[src/hdl/flow_ctl_pkg.sv]
/*
 * Constants for the program-thread and wait-condition sequencer.
 * Assumes a 125 MHz core clock and 16-bit command words.
 */
package flow_ctl_pkg;
  // ****************************************
  // Command codes
  // ****************************************
  localparam logic [15:0] CMD_RESTART = 16'h00FF;
  localparam logic [15:0] CMD_FORCE_T1 = 16'h004B;
  localparam logic [15:0] CMD_T2_START = 16'h004C;
  localparam logic [15:0] CMD_WAIT_EDGE = 16'h00CC;
  localparam logic [15:0] CMD_WAIT_LEVEL = 16'h00C2;
  localparam logic [15:0] CMD_END = 16'h0000;
  // ****************************************
  // Timing
  // ****************************************
  localparam int CLK_MHZ = 125;
  localparam int TICK_US = 120;
  localparam int TICK_CYC = TICK_US * CLK_MHZ;
  // ****************************************
  // Field positions and sizes
  // ****************************************
  localparam int STAT2_T2_BIT = 11;
  localparam int COND_MAX = 116;
  localparam logic [15:0] BUF_EXTRA = 16'h0001;
endpackage : flow_ctl_pkg

[src/hdl/program_thread_and_wait_control.sv]
/*
 * Program-flow sequencer: restart, thread-one force load, thread-two start or
 * kill with buffer carving, and wait-on-edge / wait-on-level on conditions.
 * Assumes commands are presented as a decoded code plus two parameter words
 * with a valid/ready handshake, and that conditions are synchronous to clk_i.
 */
// Overview of operation
// Restart command code 255 triggers a full controller restart pulse.
// Immediate restart sends no acknowledge.
// After restart, execution resumes as after power-on.
// Force-load code 75 from thread two makes thread one load-and-run an address.
// Force-load leaves thread one motion running.
// Force-load sets thread one multitasking, then issues load-and-run; here both are set in the same cycle.
// Thread-two start code 76 loads program into buffer carved from thread one top.
// Start while thread two runs replaces its program, possibly new size.
// Size zero kills thread two and ignores the address.
// Thread two gets size plus one; thread one shrinks by that plus one.
// When thread one stops, thread two space returns to thread one.
// Program end in thread two terminates thread two.
// With thread two active threads alternate, each every 240 us.
// Status word two bit 11 is set while thread two is active.
// Thread-two start is accepted only from thread one.
// Issuer requests thread-two size 1 to 511, at most half thread one buffer.
// Wait-on-edge code 204 stalls until a transition, checked each 120 us tick.
// Edge state 0 waits falling, 1 waits rising; steady level never satisfies.
// Neither wait has a timeout.
// Wait-on-level code 194 stalls until condition equals requested level.
// Wait-on-level passes at once if condition already holds.
`timescale 1ns/1ps
module program_thread_and_wait_control
  import flow_ctl_pkg::*;
#(
  parameter int TICK_CYCLES = TICK_CYC,
  parameter logic [15:0] T1_BUF_WORDS = 16'h0400,
  parameter int NUM_COND = COND_MAX
) (
  // Clock and reset.
  input wire logic clk_i,
  input wire logic arst_n_i,
  // Command in.
  input wire logic cmd_valid_i,
  output logic cmd_ready_o,
  input wire logic [15:0] cmd_code_i,
  input wire logic [15:0] cmd_param1_i,
  input wire logic [15:0] cmd_param2_i,
  input wire logic cmd_thread_two_i,
  input wire logic cmd_immediate_i,
  // Command result.
  output logic ack_o,
  output logic reject_o,
  // Conditions and thread-one state.
  input wire logic [NUM_COND:1] cond_i,
  input wire logic thread_one_running_i,
  // Actions toward the rest of the controller.
  output logic restart_o,
  output logic load_run_valid_o,
  output logic [15:0] load_run_addr_o,
  output logic t1_multitask_o,
  output logic t2_load_o,
  output logic [15:0] t2_addr_o,
  output logic [15:0] t2_alloc_o,
  output logic [15:0] t1_buf_size_o,
  output logic [15:0] second_internal_status_word_o,
  output logic thread_step_o,
  output logic step_thread_two_o,
  output logic wait_busy_o
);

  // ****************************************
  // Reset synchroniser
  // ****************************************
  logic rst_meta;
  logic rst_n;

  // Release reset through two flops; assertion stays asynchronous.
  always_ff @(posedge clk_i or negedge arst_n_i) begin
    if (!arst_n_i) begin
      rst_meta <= 1'b0;
      rst_n <= 1'b0;
    end else begin
      rst_meta <= 1'b1;
      rst_n <= rst_meta;
    end
  end

  // ****************************************
  // Servo tick and thread alternation
  // ****************************************
  logic [31:0] tick_cnt;
  logic tick;
  logic t2_active;
  logic turn_two;

  assign tick = (tick_cnt == 32'(TICK_CYCLES - 1));

  // Free-running 120 us tick counter.
  always_ff @(posedge clk_i or negedge rst_n) begin
    if (!rst_n) begin
      tick_cnt <= 32'h00000000;
    end else if (tick) begin
      tick_cnt <= 32'h00000000;
    end else begin
      tick_cnt <= tick_cnt + 32'h00000001;
    end
  end

  // Alternate threads per tick while thread two is active.
  always_ff @(posedge clk_i or negedge rst_n) begin
    if (!rst_n) begin
      turn_two <= 1'b0;
    end else if (!t2_active) begin
      turn_two <= 1'b0;
    end else if (tick) begin
      turn_two <= ~turn_two;
    end
  end

  assign thread_step_o = tick;
  assign step_thread_two_o = t2_active & turn_two;

  // ****************************************
  // Command decode
  // ****************************************
  typedef enum logic [1:0] {
    ST_IDLE = 2'b01,
    ST_WAIT = 2'b10
  } wait_state_e;

  wait_state_e state;
  logic wait_edge_mode;
  logic wait_level;
  logic [6:0] wait_sel;
  logic prev_cond;
  logic cur_cond;
  logic wait_met;
  logic take;
  logic is_wait;
  logic prev_valid;

  assign is_wait = (cmd_code_i == CMD_WAIT_EDGE) || (cmd_code_i == CMD_WAIT_LEVEL);
  assign cmd_ready_o = (state == ST_IDLE);
  assign take = cmd_valid_i & cmd_ready_o;
  assign cur_cond = (wait_sel >= 7'h01 && 32'(wait_sel) <= NUM_COND) ? cond_i[wait_sel] : 1'b0;
  assign wait_met = wait_edge_mode ? ((prev_cond != cur_cond) && (cur_cond == wait_level))
                                   : (cur_cond == wait_level);
  assign wait_busy_o = (state == ST_WAIT);

  // Wait engine: no timeout, only the condition ends a wait.
  always_ff @(posedge clk_i or negedge rst_n) begin
    if (!rst_n) begin
      state <= ST_IDLE;
      wait_edge_mode <= 1'b0;
      wait_level <= 1'b0;
      wait_sel <= 7'h00;
      prev_cond <= 1'b0;
    end else begin
      unique case (state)
        ST_IDLE: begin
          if (take && is_wait) begin
            wait_edge_mode <= (cmd_code_i == CMD_WAIT_EDGE);
            wait_level <= cmd_param2_i[0];
            wait_sel <= cmd_param1_i[6:0];
            state <= ST_WAIT;
          end
        end
        ST_WAIT: begin
          if (tick) begin
            prev_cond <= cur_cond;
            if (wait_met && (wait_edge_mode ? prev_valid : 1'b1)) begin
              state <= ST_IDLE;
            end
          end
        end
        default: state <= ST_IDLE;
      endcase
    end
  end

  // The first sample of an edge wait is a reference only.
  always_ff @(posedge clk_i or negedge rst_n) begin
    if (!rst_n) begin
      prev_valid <= 1'b0;
    end else if (state == ST_IDLE) begin
      prev_valid <= 1'b0;
    end else if (tick) begin
      prev_valid <= 1'b1;
    end
  end

  // ****************************************
  // Acknowledge, restart and force-load
  // ****************************************
  logic start_ok;
  assign start_ok = (cmd_code_i == CMD_T2_START) && !cmd_thread_two_i;

  // One-cycle result pulses and action strobes.
  always_ff @(posedge clk_i or negedge rst_n) begin
    if (!rst_n) begin
      ack_o <= 1'b0;
      reject_o <= 1'b0;
      restart_o <= 1'b0;
      load_run_valid_o <= 1'b0;
      load_run_addr_o <= 16'h0000;
      t2_load_o <= 1'b0;
      t2_addr_o <= 16'h0000;
    end else begin
      ack_o <= 1'b0;
      reject_o <= 1'b0;
      restart_o <= 1'b0;
      load_run_valid_o <= 1'b0;
      t2_load_o <= 1'b0;
      if (take) begin
        unique case (cmd_code_i)
          CMD_RESTART: begin
            restart_o <= 1'b1;
            ack_o <= !cmd_immediate_i;
          end
          CMD_FORCE_T1: begin
            if (cmd_thread_two_i) begin
              load_run_valid_o <= 1'b1;
              load_run_addr_o <= cmd_param1_i;
              ack_o <= 1'b1;
            end else begin
              reject_o <= 1'b1;
            end
          end
          CMD_T2_START: begin
            if (start_ok) begin
              t2_load_o <= (cmd_param2_i != 16'h0000);
              t2_addr_o <= cmd_param1_i;
              ack_o <= 1'b1;
            end else begin
              reject_o <= 1'b1;
            end
          end
          default: ack_o <= !is_wait;
        endcase
      end
    end
  end

  // Multitask mode is set in the same cycle as the load-and-run strobe; motion is never halted here.
  always_ff @(posedge clk_i or negedge rst_n) begin
    if (!rst_n) begin
      t1_multitask_o <= 1'b0;
    end else if (take && cmd_code_i == CMD_FORCE_T1 && cmd_thread_two_i) begin
      t1_multitask_o <= 1'b1;
    end
  end

  // ****************************************
  // Thread-two allocation and status
  // ****************************************
  // Allocation: size plus one for thread two, one more word off thread one.
  always_ff @(posedge clk_i or negedge rst_n) begin
    if (!rst_n) begin
      t2_active <= 1'b0;
      t2_alloc_o <= 16'h0000;
    end else if (!thread_one_running_i) begin
      t2_active <= 1'b0;
      t2_alloc_o <= 16'h0000;
    end else if (take && start_ok) begin
      if (cmd_param2_i == 16'h0000) begin
        t2_active <= 1'b0;
        t2_alloc_o <= 16'h0000;
      end else begin
        t2_active <= 1'b1;
        t2_alloc_o <= cmd_param2_i + BUF_EXTRA;
      end
    end else if (take && cmd_code_i == CMD_END && cmd_thread_two_i) begin
      t2_active <= 1'b0;
      t2_alloc_o <= 16'h0000;
    end
  end

  assign t1_buf_size_o = t2_active ? (T1_BUF_WORDS - t2_alloc_o - BUF_EXTRA)
                                   : T1_BUF_WORDS;

  // Status word two: bit 11 mirrors thread-two activity.
  always_comb begin
    second_internal_status_word_o = 16'h0000;
    second_internal_status_word_o[STAT2_T2_BIT] = t2_active;
  end

  // ****************************************
  // Checks
  // ****************************************
  property p_restart_no_ack;
    @(posedge clk_i) disable iff (!rst_n)
    (take && cmd_code_i == CMD_RESTART && cmd_immediate_i) |=> restart_o && !ack_o;
  endproperty
  a_restart_no_ack: assert property (p_restart_no_ack) else $error("restart acked");

  property p_force_load;
    @(posedge clk_i) disable iff (!rst_n)
    (take && cmd_code_i == CMD_FORCE_T1 && cmd_thread_two_i)
      |=> load_run_valid_o && t1_multitask_o && load_run_addr_o == $past(cmd_param1_i);
  endproperty
  a_force_load: assert property (p_force_load) else $error("force load missing");

  property p_start_t1_only;
    @(posedge clk_i) disable iff (!rst_n)
    (take && cmd_code_i == CMD_T2_START && cmd_thread_two_i) |=> reject_o && !t2_load_o;
  endproperty
  a_start_t1_only: assert property (p_start_t1_only) else $error("start from t2");

  property p_kill;
    @(posedge clk_i) disable iff (!rst_n)
    (take && start_ok && cmd_param2_i == 16'h0000) |=> !t2_active && !t2_load_o;
  endproperty
  a_kill: assert property (p_kill) else $error("kill failed");

  property p_alloc;
    @(posedge clk_i) disable iff (!rst_n)
    (take && start_ok && thread_one_running_i && cmd_param2_i != 16'h0000)
      |=> t2_alloc_o == $past(cmd_param2_i) + 16'h0001;
  endproperty
  a_alloc: assert property (p_alloc) else $error("alloc wrong");

  property p_status;
    @(posedge clk_i) disable iff (!rst_n)
    second_internal_status_word_o[11] == t2_active;
  endproperty
  a_status: assert property (p_status) else $error("status bit wrong");

  property p_t1_stop;
    @(posedge clk_i) disable iff (!rst_n)
    !thread_one_running_i |=> !t2_active && t1_buf_size_o == T1_BUF_WORDS;
  endproperty
  a_t1_stop: assert property (p_t1_stop) else $error("buffer not returned");

  property p_wait_tick;
    @(posedge clk_i) disable iff (!rst_n)
    (wait_busy_o && !tick) |=> wait_busy_o;
  endproperty
  a_wait_tick: assert property (p_wait_tick) else $error("wait left off tick");

endmodule : program_thread_and_wait_control

[config.mk]
export PLATFORM = sky130hd
export DESIGN_NAME = program_thread_and_wait_control
export DESIGN_NICKNAME = d
export VERILOG_FILES = /design/src/hdl/flow_ctl_pkg.sv /design/src/hdl/program_thread_and_wait_control.sv
export SDC_FILE = /design/constraint.sdc
export NUM_CORES = 1
export LEC_CHECK = 0
export BUFFER_PORTS_ARGS = -buffer_cell sky130_fd_sc_hd__buf_2
export CAP_MARGIN = 0
export CORE_MARGIN = 2
export CORE_UTILIZATION = 48
export CTS_CLUSTER_DIAMETER = 60
export DETAILED_ROUTE_END_ITERATION = 8
export PLACE_DENSITY = 0.81
export SYNTH_ARGS = -nofsm -noshare
export SYNTH_HDL_FRONTEND = slang
export SYNTH_SLANG_ARGS = --single-unit
export TNS_END_PERCENT = 10
[constraint.sdc]
create_clock -name clk_i -period 4.3 [get_ports clk_i]
set_input_delay 0.86 -clock clk_i [delete_from_list [all_inputs] [get_ports clk_i]]
set_output_delay 0.86 -clock clk_i [all_outputs]
set_load 0.05 [all_outputs]
# Word-level counts from Yosys, hierarchy flattened
# Cells that the tools add are included.
# totals
register_bits,103
input_bits,170
out_inout_bits,90
wordCells,106
# classes
add_sub_neg,4
n_lt_le_gt_ge,3
n_eq_ne,15
n_mux,38
n_bitwise,3
reduce_logical,23
# ops
op,count
16-bit 2-to-1 mux,5
"16-bit by 8-bit equality test with 1-bit output, second input constant",3
"32-bit by 1-bit adder with 32-bit output, second input constant",1
"16-bit by 7-bit equality test with 1-bit output, second input constant",2
"32-bit by 14-bit equality test with 1-bit output, second input constant",1
16-bit logical NOT,2
32-bit 2-to-1 mux,1
1-bit 2-to-1 mux,25
"16-bit by 1-bit adder with 16-bit output, second input constant",1
16-bit nonzero test,1
"11-bit by 16-bit subtractor with 16-bit output, first input constant",1
"16-bit by 1-bit subtractor with 16-bit output, second input constant",1
1-bit logical AND,10
3-bit AND reduction,3
"7-bit by 8-bit < comparator with 1-bit output, second input constant",1
1-bit binary-select mux with 7-bit select,1
"7-bit by 1-bit greater-or-equal comparator with 1-bit output, second input constant",1
"7-bit <= comparator, second input constant",1
2-bit 2-to-1 mux,3
"2-bit by 1-bit inequality test with 1-bit output, second input constant",2
"2-bit inequality test, second input constant",2
2-bit case mux with 2 select lines,1
2-bit AND reduction,2
1-bit logical NOT,3
other kinds (11),12

# Logic depth before layout (Yosys ltp)
# logic_depth
ltp_word,10
ltp_mapped,10
mapped_depth_nobuf,7

# Least setup slack after synthesis
# OpenSTA, ideal clock, no wires.
# synth_timing
path_kind,flip-flop to output port
from,reg t2_alloc_o[12]
to,out t1_buf_size_o[15]
t_arrival_ns,2.241
t_required_ns,3.440
setup_slack_ns,1.199
path_stages_with_launch,4
cell_sequence,dfrtp_1 > nor3_1 > nand3_1 > a21boi_0
# synth_via
elab_chain_cells,3
# synth_rtl
item,line,text
from (decl),program_thread_and_wait_control.sv:61,"output logic [15:0] t2_alloc_o,"
from (signal assigned),program_thread_and_wait_control.sv:268,t2_alloc_o <= cmd_param2_i + BUF_EXTRA;
11-bit by 16-bit subtractor with 16-bit output,program_thread_and_wait_control.sv:276,assign t1_buf_size_o = t2_active ? (T1_BUF_WORDS - t2_alloc_o - BUF_EXTRA)
16-bit by 1-bit subtractor with 16-bit output,program_thread_and_wait_control.sv:276,
16-bit 2-to-1 mux,program_thread_and_wait_control.sv:276,
to (decl),program_thread_and_wait_control.sv:62,"output logic [15:0] t1_buf_size_o,"
# No other way between the ends.

# Worst setup path in the final report
# layout_timing
from,reg wait_sel[0]
to,reg state[0]
# layout_via
elab_chain_cells,9
# layout_rtl
item,line,text
from (decl),program_thread_and_wait_control.sv:132,logic [6:0] wait_sel;
from (signal assigned),program_thread_and_wait_control.sv:162,wait_sel <= cmd_param1_i[6:0];
"1-bit binary-select mux with 7-bit select, or another cell as far along",program_thread_and_wait_control.sv:143,assign cur_cond = (wait_sel >= 7'h01 && 32'(wait_sel) <= NUM_COND) ? cond_i[wait_sel] : 1'b0;
1-bit 2-to-1 mux (not written as such) / 1-bit logical AND (equally long branches),program_thread_and_wait_control.sv:143,
1-bit 2-to-1 mux *,program_thread_and_wait_control.sv:143,
1-bit inequality test / 1-bit equality test (equally long branches),"program_thread_and_wait_control.sv:144, program_thread_and_wait_control.sv:145",
1-bit logical AND,program_thread_and_wait_control.sv:144,assign wait_met = wait_edge_mode ? ((prev_cond != cur_cond) && (cur_cond == wait_level))
1-bit 2-to-1 mux *,program_thread_and_wait_control.sv:144,
1-bit logical AND *,program_thread_and_wait_control.sv:169,if (wait_met && (wait_edge_mode ? prev_valid : 1'b1)) begin
2-bit by 1-bit inequality test with 1-bit output (no line) *,--,
3-bit AND reduction (no line) *,--,
to (signal assigned),program_thread_and_wait_control.sv:151,state <= ST_IDLE;
to (signal assigned),program_thread_and_wait_control.sv:170,state <= ST_IDLE;
to (signal assigned),program_thread_and_wait_control.sv:174,default: state <= ST_IDLE;
to (decl),program_thread_and_wait_control.sv:129,wait_state_e state;
# Mark *: on every way between the ends. The rest lies on a longest branch, timed or not. The select of a mux whose other input is x is not followed.
# A chain may end at the register's enable or synchronous reset.

==> impl_summary.md <==
CTS
The latest clock arrival within the worst-skew pair is 0.34 ns. The number of H-tree branching levels is 3. The clock-pin slew of the registers on the worst-case setup and hold paths is 0.07 ns. CTS placed an instance of sky130_fd_sc_hd__clkbuf_16 at the clock tree root. The TritonCTS clock tree is done. For this design, the sink count on the clock tree is 103.

The number of instances resized during post-cts repair is 0. TritonCTS created 9 clock buffers. The hold buffer count at CTS is 0. No sink is reached through more buffers than the 2 on the longest clock path.

Buffers added to address setup during post-CTS repair amount to 0.

Worst hold path
In this run the worst hold path is classified as in2async.

Synth
In the post-synthesis netlist, the cell with the most instances is sky130_fd_sc_hd__dfrtp_1. The synthesized design contains 0 enable-type register cells. Counting instances in the post-synthesis netlist gives the leading cell types as sky130_fd_sc_hd__dfrtp_1 (102), sky130_fd_sc_hd__nand2_1 (50), sky130_fd_sc_hd__mux2_2 (37), sky130_fd_sc_hd__nor2_1 (36), sky130_fd_sc_hd__nand3_1 (29). The average size of a mapped cell is 10.5 sq um. The share of the synthesized area in the top cell type is 0.423. Counting flops and latches in the post-synthesis netlist gives 103.

The share of the Yosys chip area taken by registers is 0.427. The area of the mapped netlist is 6030 sq um. The synthesized netlist cell count is 573. For this run, asynchronously set or reset flops after synthesis account for 1.00.

In the post-synthesis netlist, the biggest area contributors are sky130_fd_sc_hd__dfrtp_1 (42%), sky130_fd_sc_hd__mux2_2 (6.9%), sky130_fd_sc_hd__mux2i_1 (4.1%). The synthesized netlist contains 58 unique library cells. The number of synthesis warnings is 0. The dominant synthesized flop cell is sky130_fd_sc_hd__dfrtp_1. The cell type with the highest aggregate area in the netlist is sky130_fd_sc_hd__dfrtp_1.

Layout
The final non-filler cell area is 7590 sq um. The net count of the finished layout is 981. The layout has 1,054 filler cells.

The layout-stage area growth over the synthesis result is 25.9%. The number of antenna cells inserted is 0. The share of final-layout standard cells stronger than drive strength 1 is 0.401.

Power and ir drop
The internal portion of the total power is 1.46 mW. The share of total power dissipated in sequential elements is 0.508. Summed over all cells, the static leakage comes to 3.77 nW.

Across the VDD grid, the largest voltage drop is 0.000248 V. Of the total power, the share spent switching nets is 0.244. In this run the power spent charging and discharging nets is 472 uW. Overall power consumption after layout is estimated at 1.93 mW. The power density over cell area is 255 nW/um^2. The portion of total power attributed to the clock network is 0.399. The combinational cell fraction of total power is 0.094.

Detailed routing
In the routed design, unresolved DRC markers number 0. The routed layout has 5,285 vias. Dividing the detail-routed wire length by the instance count gives 16.2 microns. The initial detailed-routing violation count is 257. The sum of routed wire length over all layers is 15.9 mm. The post-detailed-route count of antenna-violating nets is 0.

The post-detailed-route via-to-cell ratio is 5.39. The number of iterations in the first detailed-routing pass is 4.

Timing
Setup repair after global routing left no endpoint under its margin. The number of failing hold endpoints at the final stage is 0. At the pin with the least slew margin, the transition time is 0.963 ns. Dividing the final minimum period by the clock period gives 0.706. The worst pin sits at a relative slew slack of 0.355. The highest achievable clock rate is 330 MHz.

On the final layout, the worst clock skew is 0.00726 ns. The count of endpoints failing setup in the final report is 0. The total negative slack for setup checks is 0 ns.

Counting I/O delays and the setup requirement, the final critical path takes 3.03 ns. The final count of pins violating max slew is 0.

Die
The number of cell rows is 40. The width of the chip is 116 microns. For this configuration, the core starts out at a cell density of 0.496. The die is 116 microns tall.

The die covers 13,500 sq um. The core outline area is 12,200 sq um. In this run the count of I/O pins placed on the die edge is 260.

Setup path
The startpoint identified for the worst register-to-register timing path is wait_sel[0]. The peak fanout along the critical path is 24. The required time at the endpoint of the critical path is 4.59 ns. The worst setup path is of the reg2reg kind.

The worst setup path startpoint is wait_sel[0]. The data arrival time of the worst path is 3.32 ns. STA classifies the critical path endpoint as a flip-flop. The critical path launch point type is a flip-flop.

Run status
The flow ran to the end, and the final reports show no timing, DRC or antenna violations.

Flow run
Max-cap violations in this run came to 0.

GRT
The first global-routing pass estimated 25.7 mm of wire. The total overflow left after global routing is 0. Entering global routing, the biggest net connects 69 pins. The initial antenna violation count is 0. In the global route stage, overall resource usage came out at 0.243. The number of global-route vias before repair is 5,263.

Place
After detailed placement, the total cell area comes to 7310 sq um. At the end of routability-driven placement, the weighted congestion stood at 0.916. The wire-length estimate of the detail-placed layout is 12.4 mm. Port buffering added 244 buffers.
==> flip-flops by register name (all words and copies together) (netlist names), 2 cells and up <==
name / count
load_run_addr_o: 16
tick_cnt: 32
state: 2
t2_addr_o: 16
t2_alloc_o: 16
wait_sel: 7
==> cell usage in the layout, fill, tap and decap left out, drive strengths merged, types with 21 or more instances in the layout <==
master,instances
buf,251
dfrtp,102
mux2,38
mux2i,25
nand2,50
nand3,30
nand4,21
nor2,37
o21ai,22
xnor2,26
xor2,21
==> per-layer routing <==
layer	GRT usage	part of all wire
met1	0.325	0.43
met2	0.395	0.49
met3	0.0638	0.062
met4	0.0722	0.017
met5	0	0
==> worst paths after layout <==
| kind | to | cells after the start | slack [ns] |
|---|---|---|---|
| worst max-delay path | state[0] | 7 | 1.27 |
| worst min-delay path | rst_n | 1 | 0.28 |
| worst max register to register | state[0] | 7 | 1.27 |
| worst min register to register | rst_n | 0 | 0.36 |
| max in group asynchronous | state[0] | 1 | 2.84 |
| min in group clk_i | rst_n | 0 | 0.36 |
==> cells by family (layout without fill, tap and decap cells) <==
| logic type | after synthesis | in the layout | share of synthesized area |
|---|---|---|---|
| simple gates | 223 | 223 | 0.200 |
| flops | 103 | 103 | 0.427 |
| mux | 79 | 79 | 0.176 |
| compound gates | 60 | 60 | 0.0657 |
| buf+inv | 55 | 280 | 0.0535 |
| xor+xnor | 47 | 47 | 0.0682 |
| fa+ha+maj | 4 | 4 | 0.00830 |
| other cells | 2 | 16 | 0.00124 |
==> power by group through the flow <==
stage,combinational (mW),clock [mW],sequential (mW)
after floorplan,0.0817,0,1.00
after global placement,0.176,0,1.00
after detailed placement,0.180,0,1.00
after CTS,0.180,0.791,0.983
after global routing,0.197,0.832,0.984
final,0.181,0.771,0.982
==> metrics by stage <==
stage | util | instances | worst slack, ns | hold WS (ns)
after floorplan | - | 587 | 1.20 | 0.331
after global placement | 0.601 | 964 | 1.14 | 0.336
after detailed placement | 0.601 | 964 | 1.06 | 0.346
after CTS | 0.624 | 980 | 1.34 | 0.272
after global routing | 0.624 | 980 | 1.06 | 0.269
final | 0.624 | 980 | 1.27 | 0.284
==> final cells by class <==
| class | instances | area, sq um | area share |
|---|---|---|---|
| Clock inverter | 6 | 45.0 | 0.00593 |
| Tap cell | 168 | 210 | 0.0277 |
| Clock buffer | 10 | 239 | 0.0315 |
| Multi-Input combinational cell | 429 | 3190 | 0.420 |
| Sequential cell | 103 | 2580 | 0.340 |
| Inverter | 13 | 48.8 | 0.00643 |
| Timing Repair Buffer | 251 | 1270 | 0.168 |
==> critical path, cell delays in order, from the launching register on <==
cell	delay [ns]
sky130_fd_sc_hd__dfrtp_2	0.75
sky130_fd_sc_hd__buf_4	0.47
sky130_fd_sc_hd__mux4_2	0.56
sky130_fd_sc_hd__o2111ai_1	0.20
sky130_fd_sc_hd__nand4_1	0.15
sky130_fd_sc_hd__nor3_1	0.38
sky130_fd_sc_hd__o221a_2	0.30
sky130_fd_sc_hd__o31a_1	0.14
(Power assumes the default switching activity.)
